$ cat src/mpp_defs.svh
// constants for the multiplexed port pin block
`ifndef MPP_DEFS_SVH
`define MPP_DEFS_SVH

// number of port slots and slot index of each port
`define MPP_NPORT 11
`define MPP_IDX_P0 0
`define MPP_IDX_P1 1
`define MPP_IDX_P3 2
`define MPP_IDX_P4 3
`define MPP_IDX_P5 4
`define MPP_IDX_P6 5
`define MPP_IDX_P7 6
`define MPP_IDX_P8 7
`define MPP_IDX_P9 8
`define MPP_IDX_P12 9
`define MPP_IDX_P13 10

// implemented bits per slot, listed from slot 10 down to slot 0
`define MPP_VALID_MASK {8'h07, 8'h1f, 8'h0f, 8'hff, 8'h7f, 8'h0f, 8'h0f, 8'h0f, 8'h0f, 8'hff, 8'h63}
// bits with a settable direction (port 13 bit 0 is output only outside control mode)
`define MPP_DIR_MASK {8'h06, 8'h1f, 8'h0f, 8'hff, 8'h7f, 8'h0f, 8'h0f, 8'h0f, 8'h0f, 8'hff, 8'h63}
// bits with a pull-up option
`define MPP_PULL_MASK {8'h06, 8'h01, 8'h00, 8'h00, 8'h7f, 8'h00, 8'h0f, 8'h0f, 8'h0f, 8'hff, 8'h63}
// bits with a control mode
`define MPP_CTRL_MASK {8'h07, 8'h1f, 8'h0f, 8'hff, 8'h7f, 8'h00, 8'h00, 8'h00, 8'h0f, 8'hff, 8'h63}
// bits whose port is open drain
`define MPP_OD_MASK {8'h00, 8'h00, 8'h00, 8'h00, 8'h00, 8'h0f, 8'h00, 8'h00, 8'h00, 8'h00, 8'h00}

// reset values
`define MPP_LATCH_RST 8'h00
`define MPP_DIR_RST 8'hff
`define MPP_PULL_RST 8'h00
// analog ports come up in control mode
`define MPP_CTRL_RST {8'h00, 8'h00, 8'h0f, 8'hff, 8'h00, 8'h00, 8'h00, 8'h00, 8'h00, 8'h00, 8'h00}
`define MPP_EDGE_RST 8'h00

// timer pins, timer 3 down to timer 0: slot and bit
`define MPP_TPRI_SLOT {4'd10, 4'd2, 4'd0, 4'd0}
`define MPP_TPRI_BIT {3'd1, 3'd1, 3'd5, 3'd0}
`define MPP_TSEC_SLOT {4'd10, 4'd2, 4'd0, 4'd0}
`define MPP_TSEC_BIT {3'd2, 3'd2, 3'd6, 3'd1}

// external interrupt pins, request 7 down to 0: slot and bit
`define MPP_IRQ_SLOT {4'd6, 4'd6, 4'd1, 4'd2, 4'd2, 4'd2, 4'd2, 4'd9}
`define MPP_IRQ_BIT {3'd3, 3'd2, 3'd6, 3'd3, 3'd2, 3'd1, 3'd0, 3'd0}

`endif

$ cat src/mpp_pkg.sv
// types shared by the multiplexed port pin block
package mpp_pkg;
    typedef logic [7:0] mpp_byte_t;

    // configuration of one port
    typedef struct packed {
        logic [7:0] latch;
        logic [7:0] dir;
        logic [7:0] pull;
        logic [7:0] ctrl;
    } mpp_cfg_s;

    // configuration access selector
    typedef enum logic [2:0] {
        MPP_SEL_LATCH = 3'h0,
        MPP_SEL_DIR = 3'h1,
        MPP_SEL_PULL = 3'h2,
        MPP_SEL_CTRL = 3'h3,
        MPP_SEL_RISE = 3'h4,
        MPP_SEL_FALL = 3'h5
    } mpp_sel_e;

    // 16-bit timer input strobes, one bit per timer
    typedef struct packed {
        logic [3:0] cnt_clk;
        logic [3:0] cap0;
        logic [3:0] cap1;
    } mpp_tmr_s;
endpackage

$ cat src/mpp_top.sv
// multiplexed port pins: latches, direction, pull-ups, control mode and edge requests
`timescale 1ns/10ps
`include "mpp_defs.svh"
module mpp_top (
    input wire logic clk_i,
    input wire logic rst_n_i,
    input wire logic ce_i,
    // configuration write port
    input wire logic wr_en_i,
    input wire logic [3:0] wr_port_i,
    input wire mpp_pkg::mpp_sel_e wr_sel_i,
    input wire mpp_pkg::mpp_byte_t wr_data_i,
    // configuration and pin read port
    input wire logic [3:0] rd_port_i,
    input wire mpp_pkg::mpp_sel_e rd_sel_i,
    output mpp_pkg::mpp_byte_t rd_data_o,
    // pins: level in, level out, output enable
    input wire logic [`MPP_NPORT-1:0][7:0] pin_in_i,
    output logic [`MPP_NPORT-1:0][7:0] pin_out_o,
    output logic [`MPP_NPORT-1:0][7:0] pin_oe_o,
    output logic [`MPP_NPORT-1:0][7:0] pull_en_o,
    // peripheral side of each control-mode pin
    input wire logic [`MPP_NPORT-1:0][7:0] periph_out_i,
    input wire logic [`MPP_NPORT-1:0][7:0] periph_oe_i,
    output logic [`MPP_NPORT-1:0][7:0] periph_in_o,
    output mpp_pkg::mpp_tmr_s tmr_o,
    output logic [7:0] irq_o
);
    localparam logic [`MPP_NPORT-1:0][7:0] VALID_M = `MPP_VALID_MASK;
    localparam logic [`MPP_NPORT-1:0][7:0] DIR_M = `MPP_DIR_MASK;
    localparam logic [`MPP_NPORT-1:0][7:0] PULL_M = `MPP_PULL_MASK;
    localparam logic [`MPP_NPORT-1:0][7:0] CTRL_M = `MPP_CTRL_MASK;
    localparam logic [`MPP_NPORT-1:0][7:0] OD_M = `MPP_OD_MASK;
    localparam logic [`MPP_NPORT-1:0][7:0] CTRL_RST = `MPP_CTRL_RST;
    localparam logic [3:0][3:0] TPRI_SLOT = `MPP_TPRI_SLOT;
    localparam logic [3:0][2:0] TPRI_BIT = `MPP_TPRI_BIT;
    localparam logic [3:0][3:0] TSEC_SLOT = `MPP_TSEC_SLOT;
    localparam logic [3:0][2:0] TSEC_BIT = `MPP_TSEC_BIT;
    localparam logic [7:0][3:0] IRQ_SLOT = `MPP_IRQ_SLOT;
    localparam logic [7:0][2:0] IRQ_BIT = `MPP_IRQ_BIT;

    mpp_pkg::mpp_cfg_s [`MPP_NPORT-1:0] cfg_r;
    mpp_pkg::mpp_cfg_s [`MPP_NPORT-1:0] cfg_nxt;
    logic [7:0] rise_en_r;
    logic [7:0] rise_en_nxt;
    logic [7:0] fall_en_r;
    logic [7:0] fall_en_nxt;
    logic [`MPP_NPORT-1:0][7:0] sync1_r;
    logic [`MPP_NPORT-1:0][7:0] sync2_r;
    logic [`MPP_NPORT-1:0][7:0] pin_out_r;
    logic [`MPP_NPORT-1:0][7:0] pin_out_nxt;
    logic [`MPP_NPORT-1:0][7:0] pin_oe_r;
    logic [`MPP_NPORT-1:0][7:0] pin_oe_nxt;
    logic [`MPP_NPORT-1:0][7:0] pull_en_r;
    logic [`MPP_NPORT-1:0][7:0] pull_en_nxt;
    logic [`MPP_NPORT-1:0][7:0] periph_in_r;
    logic [`MPP_NPORT-1:0][7:0] periph_in_nxt;
    mpp_pkg::mpp_tmr_s tmr_r;
    mpp_pkg::mpp_tmr_s tmr_nxt;
    mpp_pkg::mpp_byte_t rd_data_r;
    mpp_pkg::mpp_byte_t rd_data_nxt;
    logic [7:0] irq_lvl;

    // configuration writes, masked to the bits each port really has
    always_comb begin
        cfg_nxt = cfg_r;
        rise_en_nxt = rise_en_r;
        fall_en_nxt = fall_en_r;
        if (wr_en_i) begin
            unique case (wr_sel_i)
                mpp_pkg::MPP_SEL_RISE: rise_en_nxt = wr_data_i;
                mpp_pkg::MPP_SEL_FALL: fall_en_nxt = wr_data_i;
                default: begin
                    if (wr_port_i < 4'(`MPP_NPORT)) begin
                        unique case (wr_sel_i)
                            mpp_pkg::MPP_SEL_LATCH:
                                cfg_nxt[wr_port_i].latch = wr_data_i & VALID_M[wr_port_i];
                            // port 13 bit 0 stays output outside control mode: its direction bit is not writable
                            mpp_pkg::MPP_SEL_DIR:
                                cfg_nxt[wr_port_i].dir = wr_data_i & DIR_M[wr_port_i];
                            // pull-up only where fitted; none on port 6, bit 0 only on 12
                            mpp_pkg::MPP_SEL_PULL:
                                cfg_nxt[wr_port_i].pull = wr_data_i & PULL_M[wr_port_i];
                            mpp_pkg::MPP_SEL_CTRL:
                                cfg_nxt[wr_port_i].ctrl = wr_data_i & CTRL_M[wr_port_i];
                            default: ;
                        endcase
                    end
                end
            endcase
        end
    end

    always_ff @(posedge clk_i) begin
        if (!rst_n_i) begin
            for (int p = 0; p < `MPP_NPORT; p++) begin
                cfg_r[p].latch <= `MPP_LATCH_RST;
                cfg_r[p].dir <= `MPP_DIR_RST & DIR_M[p];
                cfg_r[p].pull <= `MPP_PULL_RST;
                cfg_r[p].ctrl <= CTRL_RST[p];
            end
            rise_en_r <= `MPP_EDGE_RST;
            fall_en_r <= `MPP_EDGE_RST;
        end else if (ce_i) begin
            cfg_r <= cfg_nxt;
            rise_en_r <= rise_en_nxt;
            fall_en_r <= fall_en_nxt;
        end
    end

    // two-stage synchroniser on every pin; only sync2_r is read by logic
    always_ff @(posedge clk_i) begin
        if (!rst_n_i) begin
            sync1_r <= '0;
            sync2_r <= '0;
        end else if (ce_i) begin
            sync1_r <= pin_in_i;
            sync2_r <= sync1_r;
        end
    end

    // pin drivers: control mode hands the pin to the peripheral
    always_comb begin
        for (int p = 0; p < `MPP_NPORT; p++) begin
            for (int b = 0; b < 8; b++) begin
                if (!VALID_M[p][b]) begin
                    pin_out_nxt[p][b] = 1'b0;
                    pin_oe_nxt[p][b] = 1'b0;
                end else if (cfg_r[p].ctrl[b]) begin
                    // serial clock and resonator pins turn round through periph_oe_i
                    pin_out_nxt[p][b] = periph_out_i[p][b];
                    pin_oe_nxt[p][b] = periph_oe_i[p][b];
                end else if (OD_M[p][b]) begin
                    // open drain: the pad is only ever pulled low
                    pin_out_nxt[p][b] = 1'b0;
                    pin_oe_nxt[p][b] = ~cfg_r[p].dir[b] & ~cfg_r[p].latch[b];
                end else begin
                    pin_out_nxt[p][b] = cfg_r[p].latch[b];
                    pin_oe_nxt[p][b] = ~cfg_r[p].dir[b];
                end
                // a pull-up is only useful on an input in port mode
                pull_en_nxt[p][b] = cfg_r[p].pull[b] & cfg_r[p].dir[b] & ~cfg_r[p].ctrl[b];
                // peripherals see the pin only while it is handed to them
                periph_in_nxt[p][b] = sync2_r[p][b] & cfg_r[p].ctrl[b];
            end
        end
    end

    // timer strobes from primary and secondary timer pins
    always_comb begin
        for (int t = 0; t < 4; t++) begin
            tmr_nxt.cnt_clk[t] = periph_in_nxt[TPRI_SLOT[t]][TPRI_BIT[t]];
            tmr_nxt.cap1[t] = periph_in_nxt[TPRI_SLOT[t]][TPRI_BIT[t]];
            tmr_nxt.cap0[t] = periph_in_nxt[TPRI_SLOT[t]][TPRI_BIT[t]]
                | periph_in_nxt[TSEC_SLOT[t]][TSEC_BIT[t]];
        end
    end

    // read-back; data reads mix latch and live pin by direction
    always_comb begin
        rd_data_nxt = '0;
        unique case (rd_sel_i)
            mpp_pkg::MPP_SEL_RISE: rd_data_nxt = rise_en_r;
            mpp_pkg::MPP_SEL_FALL: rd_data_nxt = fall_en_r;
            default: begin
                if (rd_port_i < 4'(`MPP_NPORT)) begin
                    unique case (rd_sel_i)
                        mpp_pkg::MPP_SEL_LATCH:
                            rd_data_nxt = ((sync2_r[rd_port_i] & cfg_r[rd_port_i].dir)
                                | (cfg_r[rd_port_i].latch & ~cfg_r[rd_port_i].dir))
                                & VALID_M[rd_port_i];
                        mpp_pkg::MPP_SEL_DIR: rd_data_nxt = cfg_r[rd_port_i].dir;
                        mpp_pkg::MPP_SEL_PULL: rd_data_nxt = cfg_r[rd_port_i].pull;
                        mpp_pkg::MPP_SEL_CTRL: rd_data_nxt = cfg_r[rd_port_i].ctrl;
                        default: rd_data_nxt = '0;
                    endcase
                end
            end
        endcase
    end

    always_ff @(posedge clk_i) begin
        if (!rst_n_i) begin
            pin_out_r <= '0;
            pin_oe_r <= '0;
            pin_oe_r[`MPP_IDX_P13][0] <= 1'b1;
            pull_en_r <= '0;
            periph_in_r <= '0;
            tmr_r <= '0;
            rd_data_r <= '0;
        end else if (ce_i) begin
            pin_out_r <= pin_out_nxt;
            pin_oe_r <= pin_oe_nxt;
            pull_en_r <= pull_en_nxt;
            periph_in_r <= periph_in_nxt;
            tmr_r <= tmr_nxt;
            rd_data_r <= rd_data_nxt;
        end
    end

    // interrupt pins see the pin only in control mode
    always_comb begin
        for (int i = 0; i < 8; i++) begin
            irq_lvl[i] = periph_in_r[IRQ_SLOT[i]][IRQ_BIT[i]];
        end
    end

    // one detector per request
    for (genvar i = 0; i < 8; i++) begin : g_irq
        mpp_edge_det u_edge (
            .clk_i(clk_i),
            .rst_n_i(rst_n_i),
            .ce_i(ce_i),
            .lvl_i(irq_lvl[i]),
            .rise_en_i(rise_en_r[i]),
            .fall_en_i(fall_en_r[i]),
            .pulse_o(irq_o[i])
        );
    end

    assign pin_out_o = pin_out_r;
    assign pin_oe_o = pin_oe_r;
    assign pull_en_o = pull_en_r;
    assign periph_in_o = periph_in_r;
    assign tmr_o = tmr_r;
    assign rd_data_o = rd_data_r;

    property p_p0_unused;
        @(posedge clk_i) disable iff (!rst_n_i)
        (pin_oe_o[`MPP_IDX_P0] & ~VALID_M[`MPP_IDX_P0]) == 8'h00;
    endproperty
    a_p0_unused: assert property (p_p0_unused) else $error("port 0 unused bit driven");

    property p_p6_od;
        @(posedge clk_i) disable iff (!rst_n_i)
        (pin_oe_o[`MPP_IDX_P6] & pin_out_o[`MPP_IDX_P6]) == 8'h00
            && pull_en_o[`MPP_IDX_P6] == 8'h00;
    endproperty
    a_p6_od: assert property (p_p6_od) else $error("port 6 drove high or pulled up");

    property p_p8_analog;
        @(posedge clk_i)
        !rst_n_i |=> cfg_r[`MPP_IDX_P8].ctrl == 8'hff;
    endproperty
    a_p8_analog: assert property (p_p8_analog) else $error("port 8 not analog after reset");

    property p_p9_analog;
        @(posedge clk_i)
        !rst_n_i |=> cfg_r[`MPP_IDX_P9].ctrl == 8'h0f;
    endproperty
    a_p9_analog: assert property (p_p9_analog) else $error("port 9 not analog after reset");

    property p_p12_pull;
        @(posedge clk_i) disable iff (!rst_n_i)
        pull_en_o[`MPP_IDX_P12][7:1] == 7'h00;
    endproperty
    a_p12_pull: assert property (p_p12_pull) else $error("port 12 pull-up above bit 0");

    property p_p13_out;
        @(posedge clk_i) disable iff (!rst_n_i)
        !cfg_r[`MPP_IDX_P13].ctrl[0] |=> pin_oe_o[`MPP_IDX_P13][0];
    endproperty
    a_p13_out: assert property (p_p13_out) else $error("port 13 bit 0 not driving");

    property p_port_out;
        @(posedge clk_i) disable iff (!rst_n_i)
        ce_i && !cfg_r[`MPP_IDX_P4].dir[0]
            |=> pin_oe_o[`MPP_IDX_P4][0]
                && pin_out_o[`MPP_IDX_P4][0] == $past(cfg_r[`MPP_IDX_P4].latch[0]);
    endproperty
    a_port_out: assert property (p_port_out) else $error("port output not from latch");

    property p_ctrl_route;
        @(posedge clk_i) disable iff (!rst_n_i)
        ce_i && cfg_r[`MPP_IDX_P1].ctrl[2]
            |=> pin_out_o[`MPP_IDX_P1][2] == $past(periph_out_i[`MPP_IDX_P1][2])
                && pin_oe_o[`MPP_IDX_P1][2] == $past(periph_oe_i[`MPP_IDX_P1][2]);
    endproperty
    a_ctrl_route: assert property (p_ctrl_route) else $error("control pin not routed");

    property p_tmr_caps;
        @(posedge clk_i) disable iff (!rst_n_i)
        tmr_o.cap1 == tmr_o.cnt_clk && (tmr_o.cap0 & tmr_o.cnt_clk) == tmr_o.cnt_clk;
    endproperty
    a_tmr_caps: assert property (p_tmr_caps) else $error("timer capture routing wrong");

    // a held clock enable must freeze every pin driver and request
    property p_ce_freeze;
        @(posedge clk_i) disable iff (!rst_n_i)
        !ce_i |=> $stable(pin_out_o) && $stable(pin_oe_o)
            && $stable(pull_en_o) && $stable(irq_o);
    endproperty
    a_ce_freeze: assert property (p_ce_freeze) else $error("moved while frozen");

    // an input bit must leave its pad undriven
    property p_input_hiz;
        @(posedge clk_i) disable iff (!rst_n_i)
        ce_i && cfg_r[`MPP_IDX_P4].dir[0]
            |=> !pin_oe_o[`MPP_IDX_P4][0];
    endproperty
    a_input_hiz: assert property (p_input_hiz) else $error("input bit driven");

    // open drain output with a zero latch must sink the pad
    property p_od_sink;
        @(posedge clk_i) disable iff (!rst_n_i)
        ce_i && !cfg_r[`MPP_IDX_P6].dir[1] && !cfg_r[`MPP_IDX_P6].latch[1]
            |=> pin_oe_o[`MPP_IDX_P6][1] && !pin_out_o[`MPP_IDX_P6][1];
    endproperty
    a_od_sink: assert property (p_od_sink) else $error("port 6 low not sinking");

    // secondary timer pin must never reach count clock or second capture
    property p_tsec_only;
        @(posedge clk_i) disable iff (!rst_n_i)
        ce_i && periph_in_nxt[`MPP_IDX_P0][1] && !periph_in_nxt[`MPP_IDX_P0][0]
            |=> tmr_o.cap0[0] && !tmr_o.cnt_clk[0] && !tmr_o.cap1[0];
    endproperty
    a_tsec_only: assert property (p_tsec_only) else $error("secondary pin misrouted");

    c_irq: cover property (@(posedge clk_i) disable iff (!rst_n_i) irq_o != 8'h00);
    c_analog_off: cover property (@(posedge clk_i) disable iff (!rst_n_i)
        $fell(cfg_r[`MPP_IDX_P8].ctrl[0]));
    c_od_low: cover property (@(posedge clk_i) disable iff (!rst_n_i)
        pin_oe_o[`MPP_IDX_P6] != 8'h00);
    c_ce_hold: cover property (@(posedge clk_i) disable iff (!rst_n_i) !ce_i);
    c_tsec: cover property (@(posedge clk_i) disable iff (!rst_n_i)
        tmr_o.cap0 != tmr_o.cnt_clk);
endmodule // mpp_top

$ cat src/mpp_edge_det.sv
// valid-edge detector for one external interrupt request
`timescale 1ns/10ps
module mpp_edge_det (
    input wire logic clk_i,
    input wire logic rst_n_i,
    input wire logic ce_i,
    input wire logic lvl_i,
    input wire logic rise_en_i,
    input wire logic fall_en_i,
    output logic pulse_o
);
    logic prev_r;
    logic prev_nxt;
    logic pulse_r;
    logic pulse_nxt;

    // both enables set gives both edges; none set disables the request
    always_comb begin
        prev_nxt = lvl_i;
        pulse_nxt = (rise_en_i & lvl_i & ~prev_r) | (fall_en_i & ~lvl_i & prev_r);
    end

    always_ff @(posedge clk_i) begin
        if (!rst_n_i) begin
            prev_r <= 1'b0;
            pulse_r <= 1'b0;
        end else if (ce_i) begin
            prev_r <= prev_nxt;
            pulse_r <= pulse_nxt;
        end
    end

    assign pulse_o = pulse_r;

    property p_rise_edge;
        @(posedge clk_i) disable iff (!rst_n_i)
        ce_i && rise_en_i && lvl_i && !prev_r |=> pulse_o;
    endproperty
    a_rise_edge: assert property (p_rise_edge) else $error("rising edge missed");

    property p_no_edge;
        @(posedge clk_i) disable iff (!rst_n_i)
        ce_i && (lvl_i == prev_r) |=> !pulse_o;
    endproperty
    a_no_edge: assert property (p_no_edge) else $error("request without edge");

    property p_fall_off;
        @(posedge clk_i) disable iff (!rst_n_i)
        ce_i && !fall_en_i && !lvl_i && prev_r |=> !pulse_o;
    endproperty
    a_fall_off: assert property (p_fall_off) else $error("disabled falling edge fired");
endmodule // mpp_edge_det

$ cat config.mk
export PLATFORM = sky130hd
export DESIGN_NAME = mpp_top
export DESIGN_NICKNAME = d
export VERILOG_FILES = /design/src/mpp_pkg.sv /design/src/mpp_top.sv /design/src/mpp_edge_det.sv
export VERILOG_INCLUDE_DIRS = /design/src
export SDC_FILE = /design/constraint.sdc
export NUM_CORES = 2
export LEC_CHECK = 0
export ABC_AREA = 1
export BUFFER_PORTS_ARGS = -buffer_cell sky130_fd_sc_hd__clkbuf_2
export CORE_ASPECT_RATIO = 0.8
export CORE_MARGIN = 2
export CORE_UTILIZATION = 50
export DETAILED_ROUTE_END_ITERATION = 12
export HOLD_SLACK_MARGIN = 0.08
export PLACE_DENSITY = 0.85
export SLEW_MARGIN = 10
export SYNTH_ARGS = -nofsm -noshare
export SYNTH_HDL_FRONTEND = slang
export SYNTH_HIERARCHICAL = 1
export SYNTH_SLANG_ARGS = --single-unit
$ cat constraint.sdc
create_clock -name clk_i -period 2.04 [get_ports clk_i]
set_input_delay 0.306 -clock clk_i [delete_from_list [all_inputs] [get_ports clk_i]]
set_output_delay 0.306 -clock clk_i [all_outputs]
set_load 0.02 [all_outputs]
# After elaboration in Yosys (flattened, before gate mapping)
# Memories as Yosys holds them, arrays and structs flattened.
# Index checks and enable logic that the tools add are counted.
[classes] n_mux=135 bitwise_logic=485 magnitude_cmp=5 reduce_logical=8 n_eq_ne=10
[ops] operator="352-bit bitwise mux" n=4
[ops] operator="352-bit one-hot mux with 4 select lines" n=1
[ops] operator="32-bit demux with 4-bit select" n=4
[ops] operator="1-bit bitwise AND" n=300
[ops] operator="1-bit inverter" n=164
[ops] operator="32-bit binary-select mux with 4-bit select" n=1
[ops] operator="1-bit two-way mux" n=110
[ops] operator="32-bit two-way mux" n=2
[ops] operator="8-bit two-way mux" n=8
[ops] operator="8-bit bitwise AND" n=7
[ops] operator="8-bit binary-select mux with 4-bit select" n=1
[ops] operator="8-bit one-hot mux with 4 select lines" n=1
[ops] operator="24-bit two-way mux" n=1
[ops] operator="16-bit two-way mux" n=1
[ops] operator="8-bit one-hot mux with 2 select lines" n=1
[ops] operator="3-bit by 2-bit equality test with 1-bit output, second input constant" n=4
[ops] operator="3-bit equality test, second input constant" n=4
[ops] operator="1-bit bitwise OR" n=12
[ops] operator="4-bit by 5-bit < comparator with 1-bit output, second input constant" n=2
[ops] operator="4-bit < comparator, second input constant" n=2
[ops] operator="8-bit inverter" n=1
[ops] operator="8-bit bitwise OR" n=1
[ops] operator="3-bit by 1-bit equality test with 1-bit output, second input constant" n=2
[ops] operator="3-bit logical NOT" n=2
[ops] operator="6 further kinds" n=7
[word_totals] register_bits=862 mem_count=5 out_inout_bits=380 input_bits=290 rom_bits=640
[mem_list] name="(name not given)" words=16 width=8 read_ports=1 rd_ports_with_merged_regs=0 wr=0 line="mpp_top.sv:171" text="& VALID_M[rd_port_i];"
[mem_list] name="(name not given)" words=16 width=8 read_ports=1 rd_ports_with_merged_regs=0 wr=0 line="mpp_top.sv:85" text="cfg_nxt[wr_port_i].ctrl = wr_data_i & CTRL_M[wr_port_i];"
[mem_list] name="(name not given)" words=16 width=8 read_ports=1 rd_ports_with_merged_regs=0 wr=0 line="mpp_top.sv:83" text="cfg_nxt[wr_port_i].pull = wr_data_i & PULL_M[wr_port_i];"
[mem_list] name="(name not given)" words=16 width=8 read_ports=1 rd_ports_with_merged_regs=0 wr=0 line="mpp_top.sv:80" text="cfg_nxt[wr_port_i].dir = wr_data_i & DIR_M[wr_port_i];"
[mem_list] name="(name not given)" words=16 width=8 read_ports=1 rd_ports_with_merged_regs=0 wr=0 line="mpp_top.sv:77" text="cfg_nxt[wr_port_i].latch = wr_data_i & VALID_M[wr_port_i];"

# Longest topological paths before layout
[logic_depth] word_depth=9 depth_mapped=17 ltp_nobuf=15

# Hierarchy
# The synthesis kept the hierarchy.
[modules_own_cells] mod="mpp_top" n_inst=1 seq_area_each_um2=16676.0 cells_each=4894 area_per_inst_um2=35609.2
[modules_own_cells] mod="mpp_edge_det" n_inst=8 seq_area_each_um2=40.0 cells_each=16 area_per_inst_um2=100.1

# Least setup slack after synthesis
# OpenSTA, ideal clock, no wires.
[synth_path] kind="input port to flip-flop" start="input wr_port_i[0]" end="register (tool-made name)" arrival_ns=1.619 slack_ns=0.300 path_stages=9 required_time_ns=1.919 path_buffers=2 setup_time_ns=0.121 cell_sequence="ha_1 o21ai_2 nand2_4 nor4_4 buf_6 nand2_1 buf_2 o21ai_0 a21oi_1"
[synth_lines] element="start: declaration" line="mpp_top.sv:10" text="input wire logic [3:0] wr_port_i,"

==> results.yml <==
run_status:
  status: "finished, final reports clean"
global_routing:
  grt_use_total_pct: 42.5
  grt_pass1_wl_um: 240000
  grt_max_degree: 149
  overflow: 0
  grt_antenna_before_repair: 8
  grt_pass1_vias: 38800
floorplanning:
  core_um2: 72100
  die_area_um2: 75000
  die_w_um: 306
  io_pins: 670
  start_util_pct: 50.5
  die_h_um: 245
  rows: 88
timing:
  worst_slew_pin_slew_ps: 792
  maxSlewHeadroom_pct: 47.0
  rsz0062_at_grt: "false"
  finClkSkew_ps: 15.5
  setup-tns-final_ps: 0
  hold_viol_final: 0
  fmax_mhz: 528
  finalSetupViolCount: 0
  holdWs_ps: 101
  slew_violations: 0
  fin_crit_sh_pct: 92.8
  period_needed_ps: 1890
min_path:
  hp-start: "periph_out_i[0]"
  whs_path_depth: 5
  hold_path.class: "in2reg"
  holdPathEnd: "pin_out_o[0]$_SDFFE_PN0P_"
power_and_ir_drop:
  ir_drop_mv: 0.715
  p_per_area_nw_per_um2: 790
  intPower_mw: 27.5
  netSwitchingFraction_pct: 26.9
  switching_power_mw: 10.1
  p_seq_share_pct: 46.1
  clkPwrFrac_pct: 42.2
  p_leak_nw: 21.6
  power_frac_comb_pct: 11.7
layout:
  area_delta_synth_final_pct: 31.0
  nets: 6288
  final_util_pct: 66.1
  fin_cells: 7004
  final_area_um2: 47700
  final_common_cell: "dfxtp_1"
  fill_cells: 5913
  final_cell_mix: "dfxtp_1, nand2_1, o21ai_0"
  layout-drive-gt1-share_pct: 20.2
worst_setup_path:
  critical_path_peak_fanout: 6
  path_class: "reg2reg"
  crit_family: "compound AO/OA/AOI/OAI gates"
  reg2reg_to: "rd_data_o[2]$_SDFFE_PN0P_"
  crit_required_ps: 2620
  r2r_cells: 8
  worstPathBufferInverterCount: 1
  cp_common_cell: "nand2_1"
  cp-start-kind: "flip-flop"
  arrival_ps: 2470
  crit_path_max_incr_delay_ps: 430
  endpoint_kind: "flip-flop"
  critical_path.cell_chain: "inv_1 -> o21ai_0 -> nand2_1 -> nand2_1 -> nor2_1 -> a21oi_1 -> nand2_1 -> a21oi_1"
  rrSetupSlack_ps: 150
  crit_slowest_cell: "o21ai_0"
run:
  cap_violations: 0
placement:
  dp_hpwl_um: 120000
  portBuffers: 537
  dp.cells: 6652
  gp_congestion: 1.08
  placed_area_um2: 43000
logic_synthesis:
  syn_inst: 5022
  synthSimpleGateAreaFrac_pct: 21.6
  synthAdderAreaFrac_pct: 0.206
  synth_top_family_by_area: "simple AND/OR/NAND/NOR gates"
  synth-xor-area-share_pct: 0
  syn_area_per_cell_um2: 7.25
  yosysSeqAreaShare_pct: 46.7
  synth_warnings: 6
  syn_area_um2: 36400
  synth.distinct_cells: 43
  synth-seq-cells: 849
  synth_mux_area_share_pct: 0.0550
  synth_compound_gate_area_share_pct: 21.4
clock_tree:
  cts.clk_slew.worst_paths_ps: 70
  cts_tree: "yes"
  post_cts_buffers: 0
  root_buffer: "clkbuf_16"
  cts.htree.levels: 3
  cts_buffers: 83
  clkLatencyLatePin_ps: 650
  cts_sinks: 849
  cts_buffer_depth: 3
detailed_routing:
  drcViolationCount: 0
  dr.pass1.iters: 7
  wl_per_cell_um: 23.8
  drt_iter0_markers: 5495
  vias_per_cell: 5.94
  wl_um: 167000
  antenna_left: 0
  num_vias: 41600
[cell usage after synthesis (all sizes together)]
cell	n	area (µm²)
a221o	1	10.0
clkinv	9	33.8
ha	6	75.1
a22oi	5	37.5
o21ai	649	3260
dfxtp	849	17000
clkbuf	202	758
inv	468	1760
o31ai	2	15.0
conb	1	3.75
o22ai	21	131
o221ai	8	70.1
a31oi	13	81.3
nor2	677	2700
a21oi	555	2790
nand4	88	551
nor4	1	21.3
o2111ai	3	26.3
mux2i	2	20.0
buf	180	1110
nor3	14	104
o211ai	87	653
a221oi	40	357
nand3b	6	45.0
nand3	249	1250
a211oi	48	375
nand2	838	3190
[power by group through the flow]
stage	Combinational (mW)	Clock (mW)	Sequential (mW)
final	4.41	15.9	17.4
after detailed placement	3.88	0	17.7
after global routing	4.63	16.4	17.4
after floorplan	1.93	0	17.8
after CTS	4.21	15.7	17.3
after global placement	3.84	0	17.7
[logic make-up (layout without fill, tap and decap cells)]
family,Yosys count,after routing
other,1,71
AOI/OAI and AO/OA,1432,1432
adders and majority gates,6,6
buffers and inverters,859,1826
muxes,2,2
and+or+nand+nor,1873,1873
DFF,849,849
[per-layer routing]
| layer | part of all wire, % | vias up | routed length (µm) | track usage, % |
|---|---|---|---|---|
| li1 | - | 18500 | - | - |
| met1 | 36 | 19200 | 60200 | 51.9 |
| met2 | 43 | 3062 | 72300 | 65.5 |
| met3 | 12 | 801 | 20000 | 11.3 |
| met4 | 8.4 | 10 | 14000 | 30.1 |
| met5 | 0.068 | - | 113 | 0 |
[area by class of cell]
| class | count | area [µm²] | area share [%] |
|---|---|---|---|
| Antenna cell | 5 | 12.5 | 0.0262 |
| Multi-Input combinational cell | 3379 | 16000 | 33.6 |
| Inverter | 477 | 1810 | 3.79 |
| Clock inverter | 31 | 369 | 0.774 |
| Clock buffer | 116 | 2350 | 4.93 |
| Tap cell | 945 | 1180 | 2.48 |
| Sequential cell | 849 | 17000 | 35.6 |
| Timing Repair Buffer | 1202 | 8970 | 18.8 |
[worst max path at each step]
| stage | from | end | slack [ps] | cells past startpoint |
|---|---|---|---|---|
| after floorplan | wr_port_i[0] | flip-flop | 300 | 9 |
| after global placement | rd_port_i[0] | rd_data_o[2]$_SDFFE_PN0P_ | -260 | 14 |
| after detailed placement | rd_port_i[0] | rd_data_o[2]$_SDFFE_PN0P_ | -330 | 14 |
| after CTS | flip-flop | rd_data_o[2]$_SDFFE_PN0P_ | 260 | 9 |
| after global routing | flip-flop | rd_data_o[2]$_SDFFE_PN0P_ | 110 | 8 |
| final | flip-flop | rd_data_o[2]$_SDFFE_PN0P_ | 150 | 8 |
[repair_timing]
action | in CTS | in global routing
hold endpoints to repair | 202 | 0
gates resized for setup | 0 | 0
hold buffers | 200 | 0
[per-stage QoR]
stage                     worst slack, ps  total power, mW
final                                 148             37.7
after floorplan                       300             19.7
after global routing                  105             38.4
after CTS                             258             37.3
after detailed placement             -331             21.6
after global placement               -262             21.5
[worst min-delay path, stage by stage]
cell and delay, ps:
clkbuf_2 90, a21oi_1 70, o21ai_0 160, nand2_1 50
inv_1 40
No activity file was read; power rests on OpenSTA's default activity.
